===== src/hw/trb_cfg.svh =====
// Command codes, formats and reset values of the telemetry readback bank
`ifndef TRB_CFG_SVH
`define TRB_CFG_SVH
`define TRB_CMD_VIN        8'h88
`define TRB_CMD_IIN        8'h89
`define TRB_CMD_VOUT       8'h8b
`define TRB_CMD_IOUT       8'h8c
`define TRB_CMD_TSTAGE     8'h8d
`define TRB_CMD_TDIE       8'h8e
`define TRB_CMD_DUTY       8'h94
`define TRB_CMD_POUT       8'h96
`define TRB_CMD_IOUT_PK    8'hd7
`define TRB_CMD_SEL        8'hd8
`define TRB_CMD_VOUT_PK    8'hdd
`define TRB_CMD_VIN_PK     8'hde
`define TRB_CMD_TSTAGE_PK  8'hdf
`define TRB_CMD_IIN_CH     8'hed
`define TRB_CMD_TDIE_PK    8'hf4
`define TRB_SEL_RST        8'h00
`define TRB_SEL_RR         8'h00
`define TRB_SEL_VIN        8'h01
`define TRB_SEL_DIE        8'h04
`define TRB_SEL_VO0        8'h05
`define TRB_SEL_IO0        8'h06
`define TRB_SEL_TS0        8'h08
`define TRB_SEL_VO1        8'h09
`define TRB_SEL_IO1        8'h0a
`define TRB_SEL_TS1        8'h0c
`define TRB_SEL_SHORT      8'h0d
`define TRB_EXP_VIN        5'h1a
`define TRB_EXP_TEMP       5'h00
`define TRB_EXP_IOUT       5'h1c
`define TRB_EXP_DUTY       5'h00
`define TRB_EXP_POUT_ADJ   5'h10
`define TRB_TEMP_SHIFT     10
`define TRB_TC_SHIFT       10
`define TRB_IOUT_SHIFT     12
`define TRB_DUTY_SHIFT     8
`define TRB_POUT_SHIFT     16
`define TRB_TEMP_REF       11'sd25
`define TRB_DUTY_PCT       9'd100
`define TRB_L11_MIN        11'h400
`endif


===== src/hw/trb_pkg.sv =====
// Types of the telemetry readback bank
package trb_pkg;
    typedef enum logic [2:0] {
        TRB_VIN, TRB_DIE, TRB_VO0, TRB_IO0,
        TRB_TS0, TRB_VO1, TRB_IO1, TRB_TS1
    } trb_param_e;
    typedef logic [10:0] trb_mant_t;
endpackage : trb_pkg


===== src/hw/trb_telemetry_bank.sv =====
// Telemetry readback bank: conversion scheduling, derived values, peaks, read mux
`timescale 1ns/1ps
`include "trb_cfg.svh"
module trb_telemetry_bank (
    input  wire logic                clk_i,
    input  wire logic                rst_i,
    input  wire logic                ce_i,
    input  wire logic                page_i,
    input  wire logic [7:0]          cmd_i,
    input  wire logic                rd_start_i,
    input  wire logic                byte_rd_i,
    input  wire logic                wr_byte_i,
    input  wire logic [7:0]          wr_data_i,
    input  wire logic                peak_clr_i,
    input  wire logic [3:0]          flag_clr_i,
    input  wire logic                conv_done_i,
    input  wire logic [15:0]         conv_data_i,
    input  wire logic [4:0]          vout_exp_i,
    input  wire logic [1:0][7:0]     duty_i,
    input  wire logic [1:0][15:0]    cs_gain_i,
    input  wire logic [1:0][15:0]    gain_tc_i,
    input  wire logic [1:0][15:0]    temp_gain_i,
    input  wire logic [1:0][10:0]    temp_off_i,
    input  wire logic [1:0][10:0]    iin_off_i,
    output trb_pkg::trb_param_e      conv_sel_o,
    output logic [7:0]               rd_byte_o,
    output logic                     cmd_err_o,
    output logic [3:0]               flags_o,
    output logic                     cml_fault_o
);
    import trb_pkg::*;

    // ----------------------------------------
    // Storage
    // ----------------------------------------
    logic [7:0]       sel_r;
    logic [2:0]       rr_r;
    logic [1:0]       srr_r;
    trb_mant_t        vin_r;
    trb_mant_t        die_r;
    trb_mant_t        vin_pk_r;
    trb_mant_t        die_pk_r;
    logic [15:0]      word_r;
    logic             hi_r;
    logic             one_r;
    logic [1:0][15:0] vout_r;
    logic [1:0][15:0] vout_pk_r;
    logic [1:0][15:0] vcor_r;
    trb_mant_t [1:0]  iout_r;
    trb_mant_t [1:0]  iout_pk_r;
    trb_mant_t [1:0]  icor_r;
    trb_mant_t [1:0]  temp_r;
    trb_mant_t [1:0]  temp_pk_r;
    logic [1:0][7:0]  duty_r;
    trb_mant_t [1:0]  iin_ch;
    trb_mant_t [1:0]  pout_ch;
    trb_mant_t [1:0]  iout_new;
    trb_mant_t [1:0]  temp_new;
    logic [1:0][6:0]  duty_pct;
    trb_mant_t        iin_tot;
    logic [4:0]       pout_exp;
    logic             sel_bad;
    logic             take;
    trb_param_e       next_sel;
    logic [15:0]      word_nxt;
    logic             known;
    logic [3:0]       flag_hit;

    assign take = ce_i && conv_done_i;

    // ----------------------------------------
    // Select byte
    // ----------------------------------------
    always_ff @(posedge clk_i or posedge rst_i) begin
        if (rst_i) begin
            sel_r <= `TRB_SEL_RST;
        end else if (ce_i && wr_byte_i && cmd_i == `TRB_CMD_SEL) begin
            sel_r <= wr_data_i;
        end
    end

    always_comb begin
        unique case (sel_r)
            `TRB_SEL_RR, `TRB_SEL_VIN, `TRB_SEL_DIE, `TRB_SEL_VO0, `TRB_SEL_IO0,
            `TRB_SEL_TS0, `TRB_SEL_VO1, `TRB_SEL_IO1, `TRB_SEL_TS1,
            `TRB_SEL_SHORT: sel_bad = 1'b0;
            default:        sel_bad = 1'b1;
        endcase
    end

    always_ff @(posedge clk_i or posedge rst_i) begin
        if (rst_i) begin
            cml_fault_o <= 1'b0;
        end else if (ce_i) begin
            cml_fault_o <= sel_bad;
        end
    end

    // ----------------------------------------
    // Conversion scheduling
    // ----------------------------------------
    always_comb begin
        unique case (sel_r)
            `TRB_SEL_RR:    next_sel = trb_param_e'(rr_r + 3'd1);
            `TRB_SEL_VIN:   next_sel = TRB_VIN;
            `TRB_SEL_DIE:   next_sel = TRB_DIE;
            `TRB_SEL_VO0:   next_sel = TRB_VO0;
            `TRB_SEL_IO0:   next_sel = TRB_IO0;
            `TRB_SEL_TS0:   next_sel = TRB_TS0;
            `TRB_SEL_VO1:   next_sel = TRB_VO1;
            `TRB_SEL_IO1:   next_sel = TRB_IO1;
            `TRB_SEL_TS1:   next_sel = TRB_TS1;
            `TRB_SEL_SHORT: begin
                unique case (srr_r + 2'd1)
                    2'd0:    next_sel = TRB_VO0;
                    2'd1:    next_sel = TRB_IO0;
                    2'd2:    next_sel = TRB_VO1;
                    default: next_sel = TRB_IO1;
                endcase
            end
            default:        next_sel = TRB_DIE;
        endcase
    end

    always_ff @(posedge clk_i or posedge rst_i) begin
        if (rst_i) begin
            conv_sel_o <= TRB_VIN;
            rr_r       <= 3'h0;
            srr_r      <= 2'h0;
        end else if (take) begin
            conv_sel_o <= next_sel;
            // Index follows the select so round robin resumes in order
            rr_r       <= next_sel;
            srr_r      <= (sel_r == `TRB_SEL_SHORT) ? srr_r + 2'd1 : 2'h3;
        end
    end

    // ----------------------------------------
    // Short loop ready flags
    // ----------------------------------------
    assign flag_hit[0] = (conv_sel_o == TRB_VO0);
    assign flag_hit[1] = (conv_sel_o == TRB_IO0);
    assign flag_hit[2] = (conv_sel_o == TRB_VO1);
    assign flag_hit[3] = (conv_sel_o == TRB_IO1);

    // Set wins over a same-cycle clear
    always_ff @(posedge clk_i or posedge rst_i) begin
        if (rst_i) begin
            flags_o <= 4'h0;
        end else if (ce_i) begin
            for (int k = 0; k < 4; k++) begin
                if (take && sel_r == `TRB_SEL_SHORT && flag_hit[k]) begin
                    flags_o[k] <= 1'b1;
                end else if (flag_clr_i[k]) begin
                    flags_o[k] <= 1'b0;
                end
            end
        end
    end

    // ----------------------------------------
    // Unpaged values and peaks
    // ----------------------------------------
    always_ff @(posedge clk_i or posedge rst_i) begin
        if (rst_i) begin
            vin_r    <= 11'h000;
            vin_pk_r <= `TRB_L11_MIN;
        end else if (ce_i) begin
            if (take && conv_sel_o == TRB_VIN) begin
                vin_r <= conv_data_i[10:0];
            end
            if (take && conv_sel_o == TRB_VIN &&
                (peak_clr_i || $signed(conv_data_i[10:0]) > $signed(vin_pk_r))) begin
                vin_pk_r <= conv_data_i[10:0];
            end else if (peak_clr_i) begin
                vin_pk_r <= `TRB_L11_MIN;
            end
        end
    end

    always_ff @(posedge clk_i or posedge rst_i) begin
        if (rst_i) begin
            die_r    <= 11'h000;
            die_pk_r <= `TRB_L11_MIN;
        end else if (ce_i) begin
            if (take && conv_sel_o == TRB_DIE) begin
                die_r <= conv_data_i[10:0];
            end
            if (take && conv_sel_o == TRB_DIE &&
                (peak_clr_i || $signed(conv_data_i[10:0]) > $signed(die_pk_r))) begin
                die_pk_r <= conv_data_i[10:0];
            end else if (peak_clr_i) begin
                die_pk_r <= `TRB_L11_MIN;
            end
        end
    end

    // ----------------------------------------
    // Per-channel values
    // ----------------------------------------
    for (genvar c = 0; c < 2; c++) begin : g_ch
        trb_param_e p_v;
        trb_param_e p_i;
        trb_param_e p_t;
        logic [26:0] tprod;
        logic [27:0] tcprod;
        logic [15:0] geff;
        logic [27:0] iprod;
        logic [19:0] dprod;
        logic [27:0] pprod;
        logic        tk_v;
        logic        tk_i;
        logic        tk_t;

        assign p_v  = c ? TRB_VO1 : TRB_VO0;
        assign p_i  = c ? TRB_IO1 : TRB_IO0;
        assign p_t  = c ? TRB_TS1 : TRB_TS0;
        assign tk_v = take && conv_sel_o == p_v;
        assign tk_i = take && conv_sel_o == p_i;
        assign tk_t = take && conv_sel_o == p_t;

        assign tprod  = 27'($signed(conv_data_i[10:0]) * $signed({1'b0, temp_gain_i[c]}));
        assign temp_new[c] = 11'($signed(tprod) >>> `TRB_TEMP_SHIFT) + temp_off_i[c];
        assign tcprod = 28'($signed(gain_tc_i[c]) * $signed(temp_r[c] - `TRB_TEMP_REF));
        assign geff   = cs_gain_i[c] + 16'($signed(tcprod) >>> `TRB_TC_SHIFT);
        assign iprod  = 28'($signed(conv_data_i[11:0]) * $signed(geff));
        assign iout_new[c] = 11'($signed(iprod) >>> `TRB_IOUT_SHIFT);
        assign dprod  = 20'($signed(iout_r[c]) * $signed({1'b0, duty_r[c]}));
        assign iin_ch[c] = iin_off_i[c] + 11'($signed(dprod) >>> `TRB_DUTY_SHIFT);
        // Widened product keeps the full duty range
        assign duty_pct[c] = 7'((16'(duty_r[c]) * 16'(`TRB_DUTY_PCT)) >> `TRB_DUTY_SHIFT);
        assign pprod  = 28'($signed({1'b0, vcor_r[c]}) * $signed(icor_r[c]));
        assign pout_ch[c] = 11'($signed(pprod) >>> `TRB_POUT_SHIFT);

        always_ff @(posedge clk_i or posedge rst_i) begin
            if (rst_i) begin
                vout_r[c]    <= 16'h0000;
                vout_pk_r[c] <= 16'h0000;
            end else if (ce_i) begin
                if (tk_v) begin
                    vout_r[c] <= conv_data_i;
                end
                if (tk_v && (peak_clr_i || conv_data_i > vout_pk_r[c])) begin
                    vout_pk_r[c] <= conv_data_i;
                end else if (peak_clr_i) begin
                    vout_pk_r[c] <= 16'h0000;
                end
            end
        end

        always_ff @(posedge clk_i or posedge rst_i) begin
            if (rst_i) begin
                iout_r[c]    <= 11'h000;
                iout_pk_r[c] <= `TRB_L11_MIN;
                duty_r[c]    <= 8'h00;
                vcor_r[c]    <= 16'h0000;
                icor_r[c]    <= 11'h000;
            end else if (ce_i) begin
                if (tk_i) begin
                    iout_r[c] <= iout_new[c];
                    duty_r[c] <= duty_i[c];
                    vcor_r[c] <= vout_r[c];
                    icor_r[c] <= iout_new[c];
                end
                if (tk_i && (peak_clr_i || $signed(iout_new[c]) > $signed(iout_pk_r[c]))) begin
                    iout_pk_r[c] <= iout_new[c];
                end else if (peak_clr_i) begin
                    iout_pk_r[c] <= `TRB_L11_MIN;
                end
            end
        end

        always_ff @(posedge clk_i or posedge rst_i) begin
            if (rst_i) begin
                temp_r[c]    <= 11'h000;
                temp_pk_r[c] <= `TRB_L11_MIN;
            end else if (ce_i) begin
                if (tk_t) begin
                    temp_r[c] <= temp_new[c];
                end
                if (tk_t && (peak_clr_i || $signed(temp_new[c]) > $signed(temp_pk_r[c]))) begin
                    temp_pk_r[c] <= temp_new[c];
                end else if (peak_clr_i) begin
                    temp_pk_r[c] <= `TRB_L11_MIN;
                end
            end
        end
    end

    assign iin_tot  = iin_ch[0] + iin_ch[1];
    assign pout_exp = vout_exp_i + `TRB_EXP_IOUT + `TRB_EXP_POUT_ADJ;

    // ----------------------------------------
    // Read multiplexer
    // ----------------------------------------
    always_comb begin
        known = 1'b1;
        unique case (cmd_i)
            `TRB_CMD_VIN:       word_nxt = {`TRB_EXP_VIN, vin_r};
            `TRB_CMD_IIN:       word_nxt = {`TRB_EXP_IOUT, iin_tot};
            `TRB_CMD_VOUT:      word_nxt = vout_r[page_i];
            `TRB_CMD_IOUT:      word_nxt = {`TRB_EXP_IOUT, iout_r[page_i]};
            `TRB_CMD_TSTAGE:    word_nxt = {`TRB_EXP_TEMP, temp_r[page_i]};
            `TRB_CMD_TDIE:      word_nxt = {`TRB_EXP_TEMP, die_r};
            `TRB_CMD_DUTY:      word_nxt = {`TRB_EXP_DUTY, 4'h0, duty_pct[page_i]};
            `TRB_CMD_POUT:      word_nxt = {pout_exp, pout_ch[page_i]};
            `TRB_CMD_IOUT_PK:   word_nxt = {`TRB_EXP_IOUT, iout_pk_r[page_i]};
            `TRB_CMD_SEL:       word_nxt = {8'h00, sel_r};
            `TRB_CMD_VOUT_PK:   word_nxt = vout_pk_r[page_i];
            `TRB_CMD_VIN_PK:    word_nxt = {`TRB_EXP_VIN, vin_pk_r};
            `TRB_CMD_TSTAGE_PK: word_nxt = {`TRB_EXP_TEMP, temp_pk_r[page_i]};
            `TRB_CMD_IIN_CH:    word_nxt = {`TRB_EXP_IOUT, iin_ch[page_i]};
            `TRB_CMD_TDIE_PK:   word_nxt = {`TRB_EXP_TEMP, die_pk_r};
            // Unknown codes read zero and raise the error flag
            default: begin
                word_nxt = 16'h0000;
                known    = 1'b0;
            end
        endcase
    end

    // ----------------------------------------
    // Byte delivery
    // ----------------------------------------
    always_ff @(posedge clk_i or posedge rst_i) begin
        if (rst_i) begin
            word_r    <= 16'h0000;
            hi_r      <= 1'b0;
            one_r     <= 1'b0;
            cmd_err_o <= 1'b0;
        end else if (ce_i && rd_start_i) begin
            word_r    <= word_nxt;
            hi_r      <= 1'b0;
            one_r     <= (cmd_i == `TRB_CMD_SEL);
            cmd_err_o <= ~known;
        end else if (ce_i && byte_rd_i) begin
            hi_r <= ~hi_r | one_r;
        end
    end

    always_ff @(posedge clk_i or posedge rst_i) begin
        if (rst_i) begin
            rd_byte_o <= 8'h00;
        end else if (ce_i && byte_rd_i && !rd_start_i) begin
            rd_byte_o <= hi_r ? (one_r ? 8'h00 : word_r[15:8]) : word_r[7:0];
        end
    end

endmodule : trb_telemetry_bank


===== config.mk =====
export PLATFORM = sky130hd
export DESIGN_NAME = trb_telemetry_bank
export DESIGN_NICKNAME = d
export VERILOG_FILES = /design/src/hw/trb_pkg.sv /design/src/hw/trb_telemetry_bank.sv
export VERILOG_INCLUDE_DIRS = /design/src /design/src/hw
export SDC_FILE = /design/constraint.sdc
export NUM_CORES = 2
export LEC_CHECK = 0
export ABC_AREA = 1
export BUFFER_PORTS_ARGS = -buffer_cell sky130_fd_sc_hd__buf_2
export CORE_AREA = 2 2 347 349
export DETAILED_ROUTE_END_ITERATION = 16
export DIE_AREA = 0 0 349 351
export PLACE_DENSITY = 0.77
export SKIP_LAST_GASP = 1
export SLEW_MARGIN = 20
export SYNTH_ARGS = -nofsm -noshare
export SYNTH_HDL_FRONTEND = slang
export SYNTH_SLANG_ARGS = --single-unit

===== constraint.sdc =====
create_clock -name clk_i -period 21.9 [get_ports clk_i]
set_input_delay 2.19 -clock clk_i [delete_from_list [all_inputs] [get_ports clk_i]]
set_output_delay 2.19 -clock clk_i [all_outputs]
set_load 0.02 [all_outputs]

# Word-level counts from Yosys, hierarchy flattened

Memories as Yosys holds them, arrays and structs flattened.
Cells that the tools add are included.
W data, S select, Z words.

Flip-flop bits (word level): 289
ROM bits: 16
Bits of input ports: 206
Output and inout bits: 17
Logic and storage cells: 223
Memories kept: 1

Memory list:

| memory          | words | width | read ports | clocked after Yosys merged registers in | write ports | line                     | RTL |
|---|---|---|---|---|---|---|---|
| (no name shown) | 16    | 1     | 1          | 0                                       | 0           | trb_telemetry_bank.sv:83 | `unique case (sel_r)` |

Add/subtract/negate cells: 13
$mul: 12
Magnitude comparators: 9
Eq/ne operators: 32
Muxes and demuxes: 46
Bitwise operators: 3
Reduce and logical (&&, ||, !) cells: 74

Operator list:

| cell                    | number |
|---|---|
| $pmux W16 S15           | 1 |
| $mux W11                | 19 |
| $eq A8 B8 Y1 const B    | 15 |
| $mux W16                | 7 |
| $gt A11 B11 Y1          | 6 |
| $add A11 B11 Y11        | 5 |
| $mul A17 B11 Y27        | 2 |
| $mul A16 B11 Y26        | 2 |
| $mul A12 B16 Y23        | 2 |
| $mul A11 B17 Y21        | 2 |
| $eq A8 B4 Y1 const B    | 5 |
| $reduce_and A2 Y1       | 20 |
| $mul A11 B9 Y19         | 2 |
| $add A16 B16 Y16        | 2 |
| $gt A16 B16 Y1          | 2 |
| $logic_and A1 B1 Y1     | 27 |
| $pmux W3 S9             | 1 |
| $mul A8 B5 Y13 const B  | 2 |
| $reduce_bool A2 Y1      | 13 |
| $sub A11 B5 Y11 const B | 2 |
| $eq A8 B3 Y1 const B    | 2 |
| $mux W8                 | 2 |
| $reduce_or A15 Y1       | 1 |
| $mux W7                 | 2 |
| 21 further kinds        | 45 |

# Logic depth before layout (Yosys ltp)

Depth in word-level cells: 9
Depth in mapped cells: 81

# Worst setup path after synthesis

OpenSTA, ideal clock, no wires.

Kind: input to register
Start: input gain_tc_i[5] in the netlist's numbering
End: register iout_pk_r[9] in the netlist's numbering
Setup time: 83 ps
Arrival time: 13546 ps
Slack: 8271 ps
Cell stages on the path: 60
Cell sequence: clkbuf_1 -> nand2_1 -> fa_1 -> fa_1 -> fa_1 -> inv_1 -> fa_1 -> fa_1 -> ha_1 -> a21oi_1 -> o21ai_0 -> o21bai_1 -> a21oi_1 -> inv_1 -> a21oi_1 -> nor2_1 -> a211oi_1 -> xnor2_1 -> (+24 left out) -> a21o_1 -> nand2_1 -> nand2_1 -> nand3_1 -> nand2_1 -> nand2_1 -> nand2_1 -> xor2_1 -> inv_1 -> ha_1 -> nand2_1 -> nor4_1 -> nand4_1 -> o221ai_1 -> nand2_1 -> nand2_1 -> nand2_1 -> o22ai_1

Word-level cells in the longest chain between the ends: 8

Ends and longest elaborated chain:

| item                                | line                      | RTL |
|---|---|---|
| from (decl)                         | trb_telemetry_bank.sv:21  | `input wire logic [1:0][15:0] gain_tc_i,` |
| $mul A16 B11 Y26 (*)                | trb_telemetry_bank.sv:224 | `` assign tcprod = 28'($signed(gain_tc_i[c]) * $signed(temp_r[c] - `TRB_TEMP_REF)); `` |
| $add A16 B16 Y16 (*)                | trb_telemetry_bank.sv:225 | `` assign geff = cs_gain_i[c] + 16'($signed(tcprod) >>> `TRB_TC_SHIFT); `` |
| $mul A12 B16 Y23 (*)                | trb_telemetry_bank.sv:226 | `assign iprod = 28'($signed(conv_data_i[11:0]) * $signed(geff));` |
| via g_ch[0].iprod[21]               | trb_telemetry_bank.sv:208 | `logic [27:0] iprod;` |
| $gt A11 B11 Y1                      | trb_telemetry_bank.sv:265 | `if (tk_i && (peak_clr_i \|\| $signed(iout_new[c]) > $signed(iout_pk_r[c]))) begin` |
| $logic_or A1 B1 Y1                  | trb_telemetry_bank.sv:265 |  |
| $logic_and A1 B1 Y1                 | trb_telemetry_bank.sv:265 |  |
| $reduce_bool A2 Y1 (no source line) | --                        |  |
| $reduce_and A2 Y1 (no source line)  | --                        |  |
| to (signal, indexed assignment)     | trb_telemetry_bank.sv:254 | `` iout_pk_r[c] <= `TRB_L11_MIN; `` |
| to (signal, indexed assignment)     | trb_telemetry_bank.sv:266 | `iout_pk_r[c] <= iout_new[c];` |
| to (signal, indexed assignment)     | trb_telemetry_bank.sv:268 | `` iout_pk_r[c] <= `TRB_L11_MIN; `` |
| to (decl)                           | trb_telemetry_bank.sv:50  | `trb_mant_t [1:0] iout_pk_r;` |

Mark *: on every way through the listed nets, which the timed path passes. The rest lies on a longest branch.
A chain may end at the register's enable or synchronous reset.

# Worst setup path after layout

Start: register temp_r[0] in the netlist's numbering
End: register iout_pk_r[3] in the netlist's numbering

Word-level cells in the longest chain between the ends: 9

Ends and longest elaborated chain:

| item                                 | line                      | RTL |
|---|---|---|
| from (decl)                          | trb_telemetry_bank.sv:52  | `trb_mant_t [1:0] temp_r;` |
| from (signal, indexed assignment)    | trb_telemetry_bank.sv:279 | `temp_r[c] <= temp_new[c];` |
| $sub A11 B5 Y11 (no source line) (*) | --                        |  |
| $mul A16 B11 Y26 (*)                 | trb_telemetry_bank.sv:224 |  |
| $add A16 B16 Y16 (*)                 | trb_telemetry_bank.sv:225 |  |
| $mul A12 B16 Y23 (*)                 | trb_telemetry_bank.sv:226 |  |
| via g_ch[0].iprod[21]                | trb_telemetry_bank.sv:208 |  |
| $gt A11 B11 Y1 (*)                   | trb_telemetry_bank.sv:265 |  |
| $logic_or A1 B1 Y1 (*)               | trb_telemetry_bank.sv:265 |  |
| $logic_and A1 B1 Y1 (*)              | trb_telemetry_bank.sv:265 |  |
| $reduce_bool A2 Y1 (no source line)  | --                        |  |
| $reduce_and A2 Y1 (no source line)   | --                        |  |

Marked as above.

==> results.md <==
- Max Cap Viol: 0
- Hold_buf cts: 0
- Largest net degree at the start of global routing: 91
- CTS clk-pin slew, worst paths: 0.06 ns
- Post-synth EDFFs: 0
- Final Hold Viols: 0
- Post-Layout Cell Count: 10673
- Synthesized area: 70700 sq um
- Initial core utilization: 0.594
- Predominant post-synthesis flop cell: dfrtp_1
- CP peak stage delay: 0.92 ns
- Length of the first detailed-routing pass in iterations: 6
- Cell family with most CP delay: adder cells
- Avg Cell Area, Syn: 7.78 sq um
- Synth Instances: 9090
- Register area share after synthesis: 0.102
- TNS Setup: 0 ns
- CTS buffer count: 34
- Setup bufs post-CTS: 0
- Post-DP HPWL: 167 mm
- RSZ-0062 raised after global routing: false
- Grt ovf: 0
- Worst clock skew: 0.0359 ns
- Dpl cell area: 73100 sq um
- Endpoints failing setup: 0
- Die area: 122000 sq um
- Gr usage total: 0.343
- Hold Crit Class: flop to flop
- FP Rows: 127
- WL/cell: 19.2 um
- Worst setup margin: 6.67 ns
- Die Y-Extent: 351 um
- # IOs: 223
- Dpl ws: 6.89 ns
- Slew HR: 0.198
- Max Buffers Root-to-Sink: 3
- CP Class: flop to flop
- Syn. warnings: 0
- Vias: 59332
- Worst Path Required: 22.37 ns
- First-pass GRT wire length: 328 mm
- Area grow syn2layout: 5.10%
- Post-CTS sizing: 0
- CP Max Fanout: 18
- Outcome: completed
- Initial antenna violation count: 9
- Crit path top cell by count: nand2_1
- Clk_lat worst skew: 0.59 ns
- Reg2reg setup slack: 6.67 ns
- Min cycle time layout: 15.23 ns
- Synth Register Bits: 289
- Via/cell ratio: 5.56
- Initial drt markers: 5220
- Max Clock Freq: 65.7 MHz
- Final Cell Area: 74300 sq um
- Final Cycle Share: 0.695
- # DRC: 0
- Layout cells sized above 1: 0.0541
- Crit start category: flop
- Crit-path slowest cell: dfrtp_1
- Gpl congestion: 1.01
- Crit path DAT: 15.70 ns
- CTS tree: built
- H-tree Lvls: 2
- Die W: 349 um
- CP Capture Type: flop
- Async SR Flop Fraction: 1.00
- Synth unique cells: 70
- Vias in the first global route: 61092
- Final #Nets: 11287
- Worst Max-Slew Pin Slew: 1.17 ns
- Port Buffers: 222
- Total core area: 119000 sq um
- Total Wirelength: 205 mm
- CTS sink cnt: 289
- Cells after DPL: 10609
- Mapped Nets: 11280
- Root buffer cell: clkbuf_16
- DRT antenna net count: 0
- Slew Viols, Final: 0
- CP bufs+invs: 10
## worst paths after layout
path,from,depth (start not counted),end
worst max-delay path,temp_r[0]$_DFFE_PP0P_,66,iout_pk_r[3]$_DFFE_PP0P_
worst min-delay path,word_r[9]$_DFFE_PP0P_,2,word_r[9]$_DFFE_PP0P_
worst max register to register,temp_r[0]$_DFFE_PP0P_,66,iout_pk_r[3]$_DFFE_PP0P_
worst min register to register,word_r[9]$_DFFE_PP0P_,2,word_r[9]$_DFFE_PP0P_
max in group asynchronous,rst_i,4,vcor_r[4]$_DFFE_PP0P_
min in group asynchronous,rst_i,2,duty_r[10]$_DFFE_PP0P_
## cell usage in the layout (no fill, tap or decap), types with 26 or more instances in the layout
| cell | n |
|---|---|
| ha_1 | 766 |
| fa_1 | 1218 |
| nor3_1 | 36 |
| a21oi_1 | 319 |
| nand3_1 | 139 |
| clkbuf_16 | 34 |
| inv_1 | 2440 |
| xor2_1 | 126 |
| buf_4 | 68 |
| nand2_1 | 1963 |
| or2_2 | 56 |
| o22ai_1 | 81 |
| a21o_1 | 30 |
| dfrtp_1 | 283 |
| clkinv_1 | 26 |
| buf_2 | 221 |
| xnor2_1 | 99 |
| nor2_1 | 530 |
| nand4_1 | 45 |
| o21ai_0 | 299 |
## Yosys cell counts (4+ instances only)
master	n	area (sq um)
xnor2_1	99	867
nor2_1	530	1990
o221ai_1	17	149
nor3_2	4	40.0
nand2_2	17	106
clkinv_1	26	97.6
o21ai_1	10	50.1
nand4_1	45	282
nor3_1	39	195
xor2_1	126	1100
o21a_1	13	97.6
o2111ai_1	10	87.6
a31oi_1	19	119
a21o_1	30	225
o31ai_1	11	82.6
dfrtp_1	283	7080
a211oi_1	20	150
dfstp_2	6	158
mux2_2	11	124
or2_2	56	350
ha_1	766	9580
inv_2	18	67.6
o41ai_1	4	35.0
clkbuf_1	287	1080
nor4_1	17	106
o21ai_0	299	1500
nand3b_1	9	67.6
buf_1	23	86.3
a21boi_0	9	67.6
nand3_2	8	80.1
nand3_1	139	696
o21bai_1	14	105
a21oi_1	319	1600
o22ai_1	81	507
o211ai_1	18	135
o211a_1	4	40.0
a2111oi_0	9	78.8
nand2_4	5	56.3
buf_2	6	30.0
fa_1	1218	24400
a221oi_1	18	158
nand2_1	1963	7370
inv_1	2442	9170
## through the flow
| stage | hold WS [ns] | util |
|---|---|---|
| after floorplan | 0.449 | - |
| after global placement | 0.462 | 0.614 |
| after detailed placement | 0.473 | 0.614 |
| after CTS | 0.489 | 0.625 |
| after global routing | 0.512 | 0.625 |
| final | 0.487 | 0.625 |
## worst min-delay path, cell delays in order, from the launching register on
cell and delay, ns:
dfrtp_1 0.34, nand2_1 0.06, nand2_1 0.06
## layout make-up
class	count	area, sq um
multi-input combinational	5994	52900
sequential	289	7240
antenna	2	5.00
inverter	2488	9350
fill	10389	44700
clock buffer	49	1020
tap	1548	1940
timing repair buffer	290	1630
clock inverter	13	221
## kinds of logic after synthesis
group	after synthesis	share of synthesized area
muxes	11	0.00175
DFF	289	0.102
xor gates and xnor gates	228	0.0287
AOI/OAI and AO/OA	925	0.0757
and+or+nand+nor	2846	0.162
buffers and inverters	2807	0.149
adders and majority gates	1984	0.480
## layer usage
layer	vias to the layer above	GRT usage	part of all wire	routed length, um
met4	12	0.163	0.057	11700
met3	561	0.0598	0.093	19100
met2	2743	0.555	0.46	93600
met1	29045	0.451	0.39	81000
li1	26971	-	-	-
met5	-	0	0.00038	79
## state kept, by name, indices dropped and copies added, names as in the netlist, 2 cells and up
signal     count
temp_pk_r     22
vin_r         11
sel_r          8
srr_r          2
temp_r        22
vcor_r        32
vin_pk_r      11
duty_r        16
icor_r        22
iout_pk_r     22
word_r        16
rr_r           3
die_pk_r      11
die_r         11
vout_pk_r     32
vout_r        32
flags_o        4
rd_byte_o      8
Power is not shown: default switching activity piles up to over one toggle a cycle in this logic, so the estimate is an artifact.
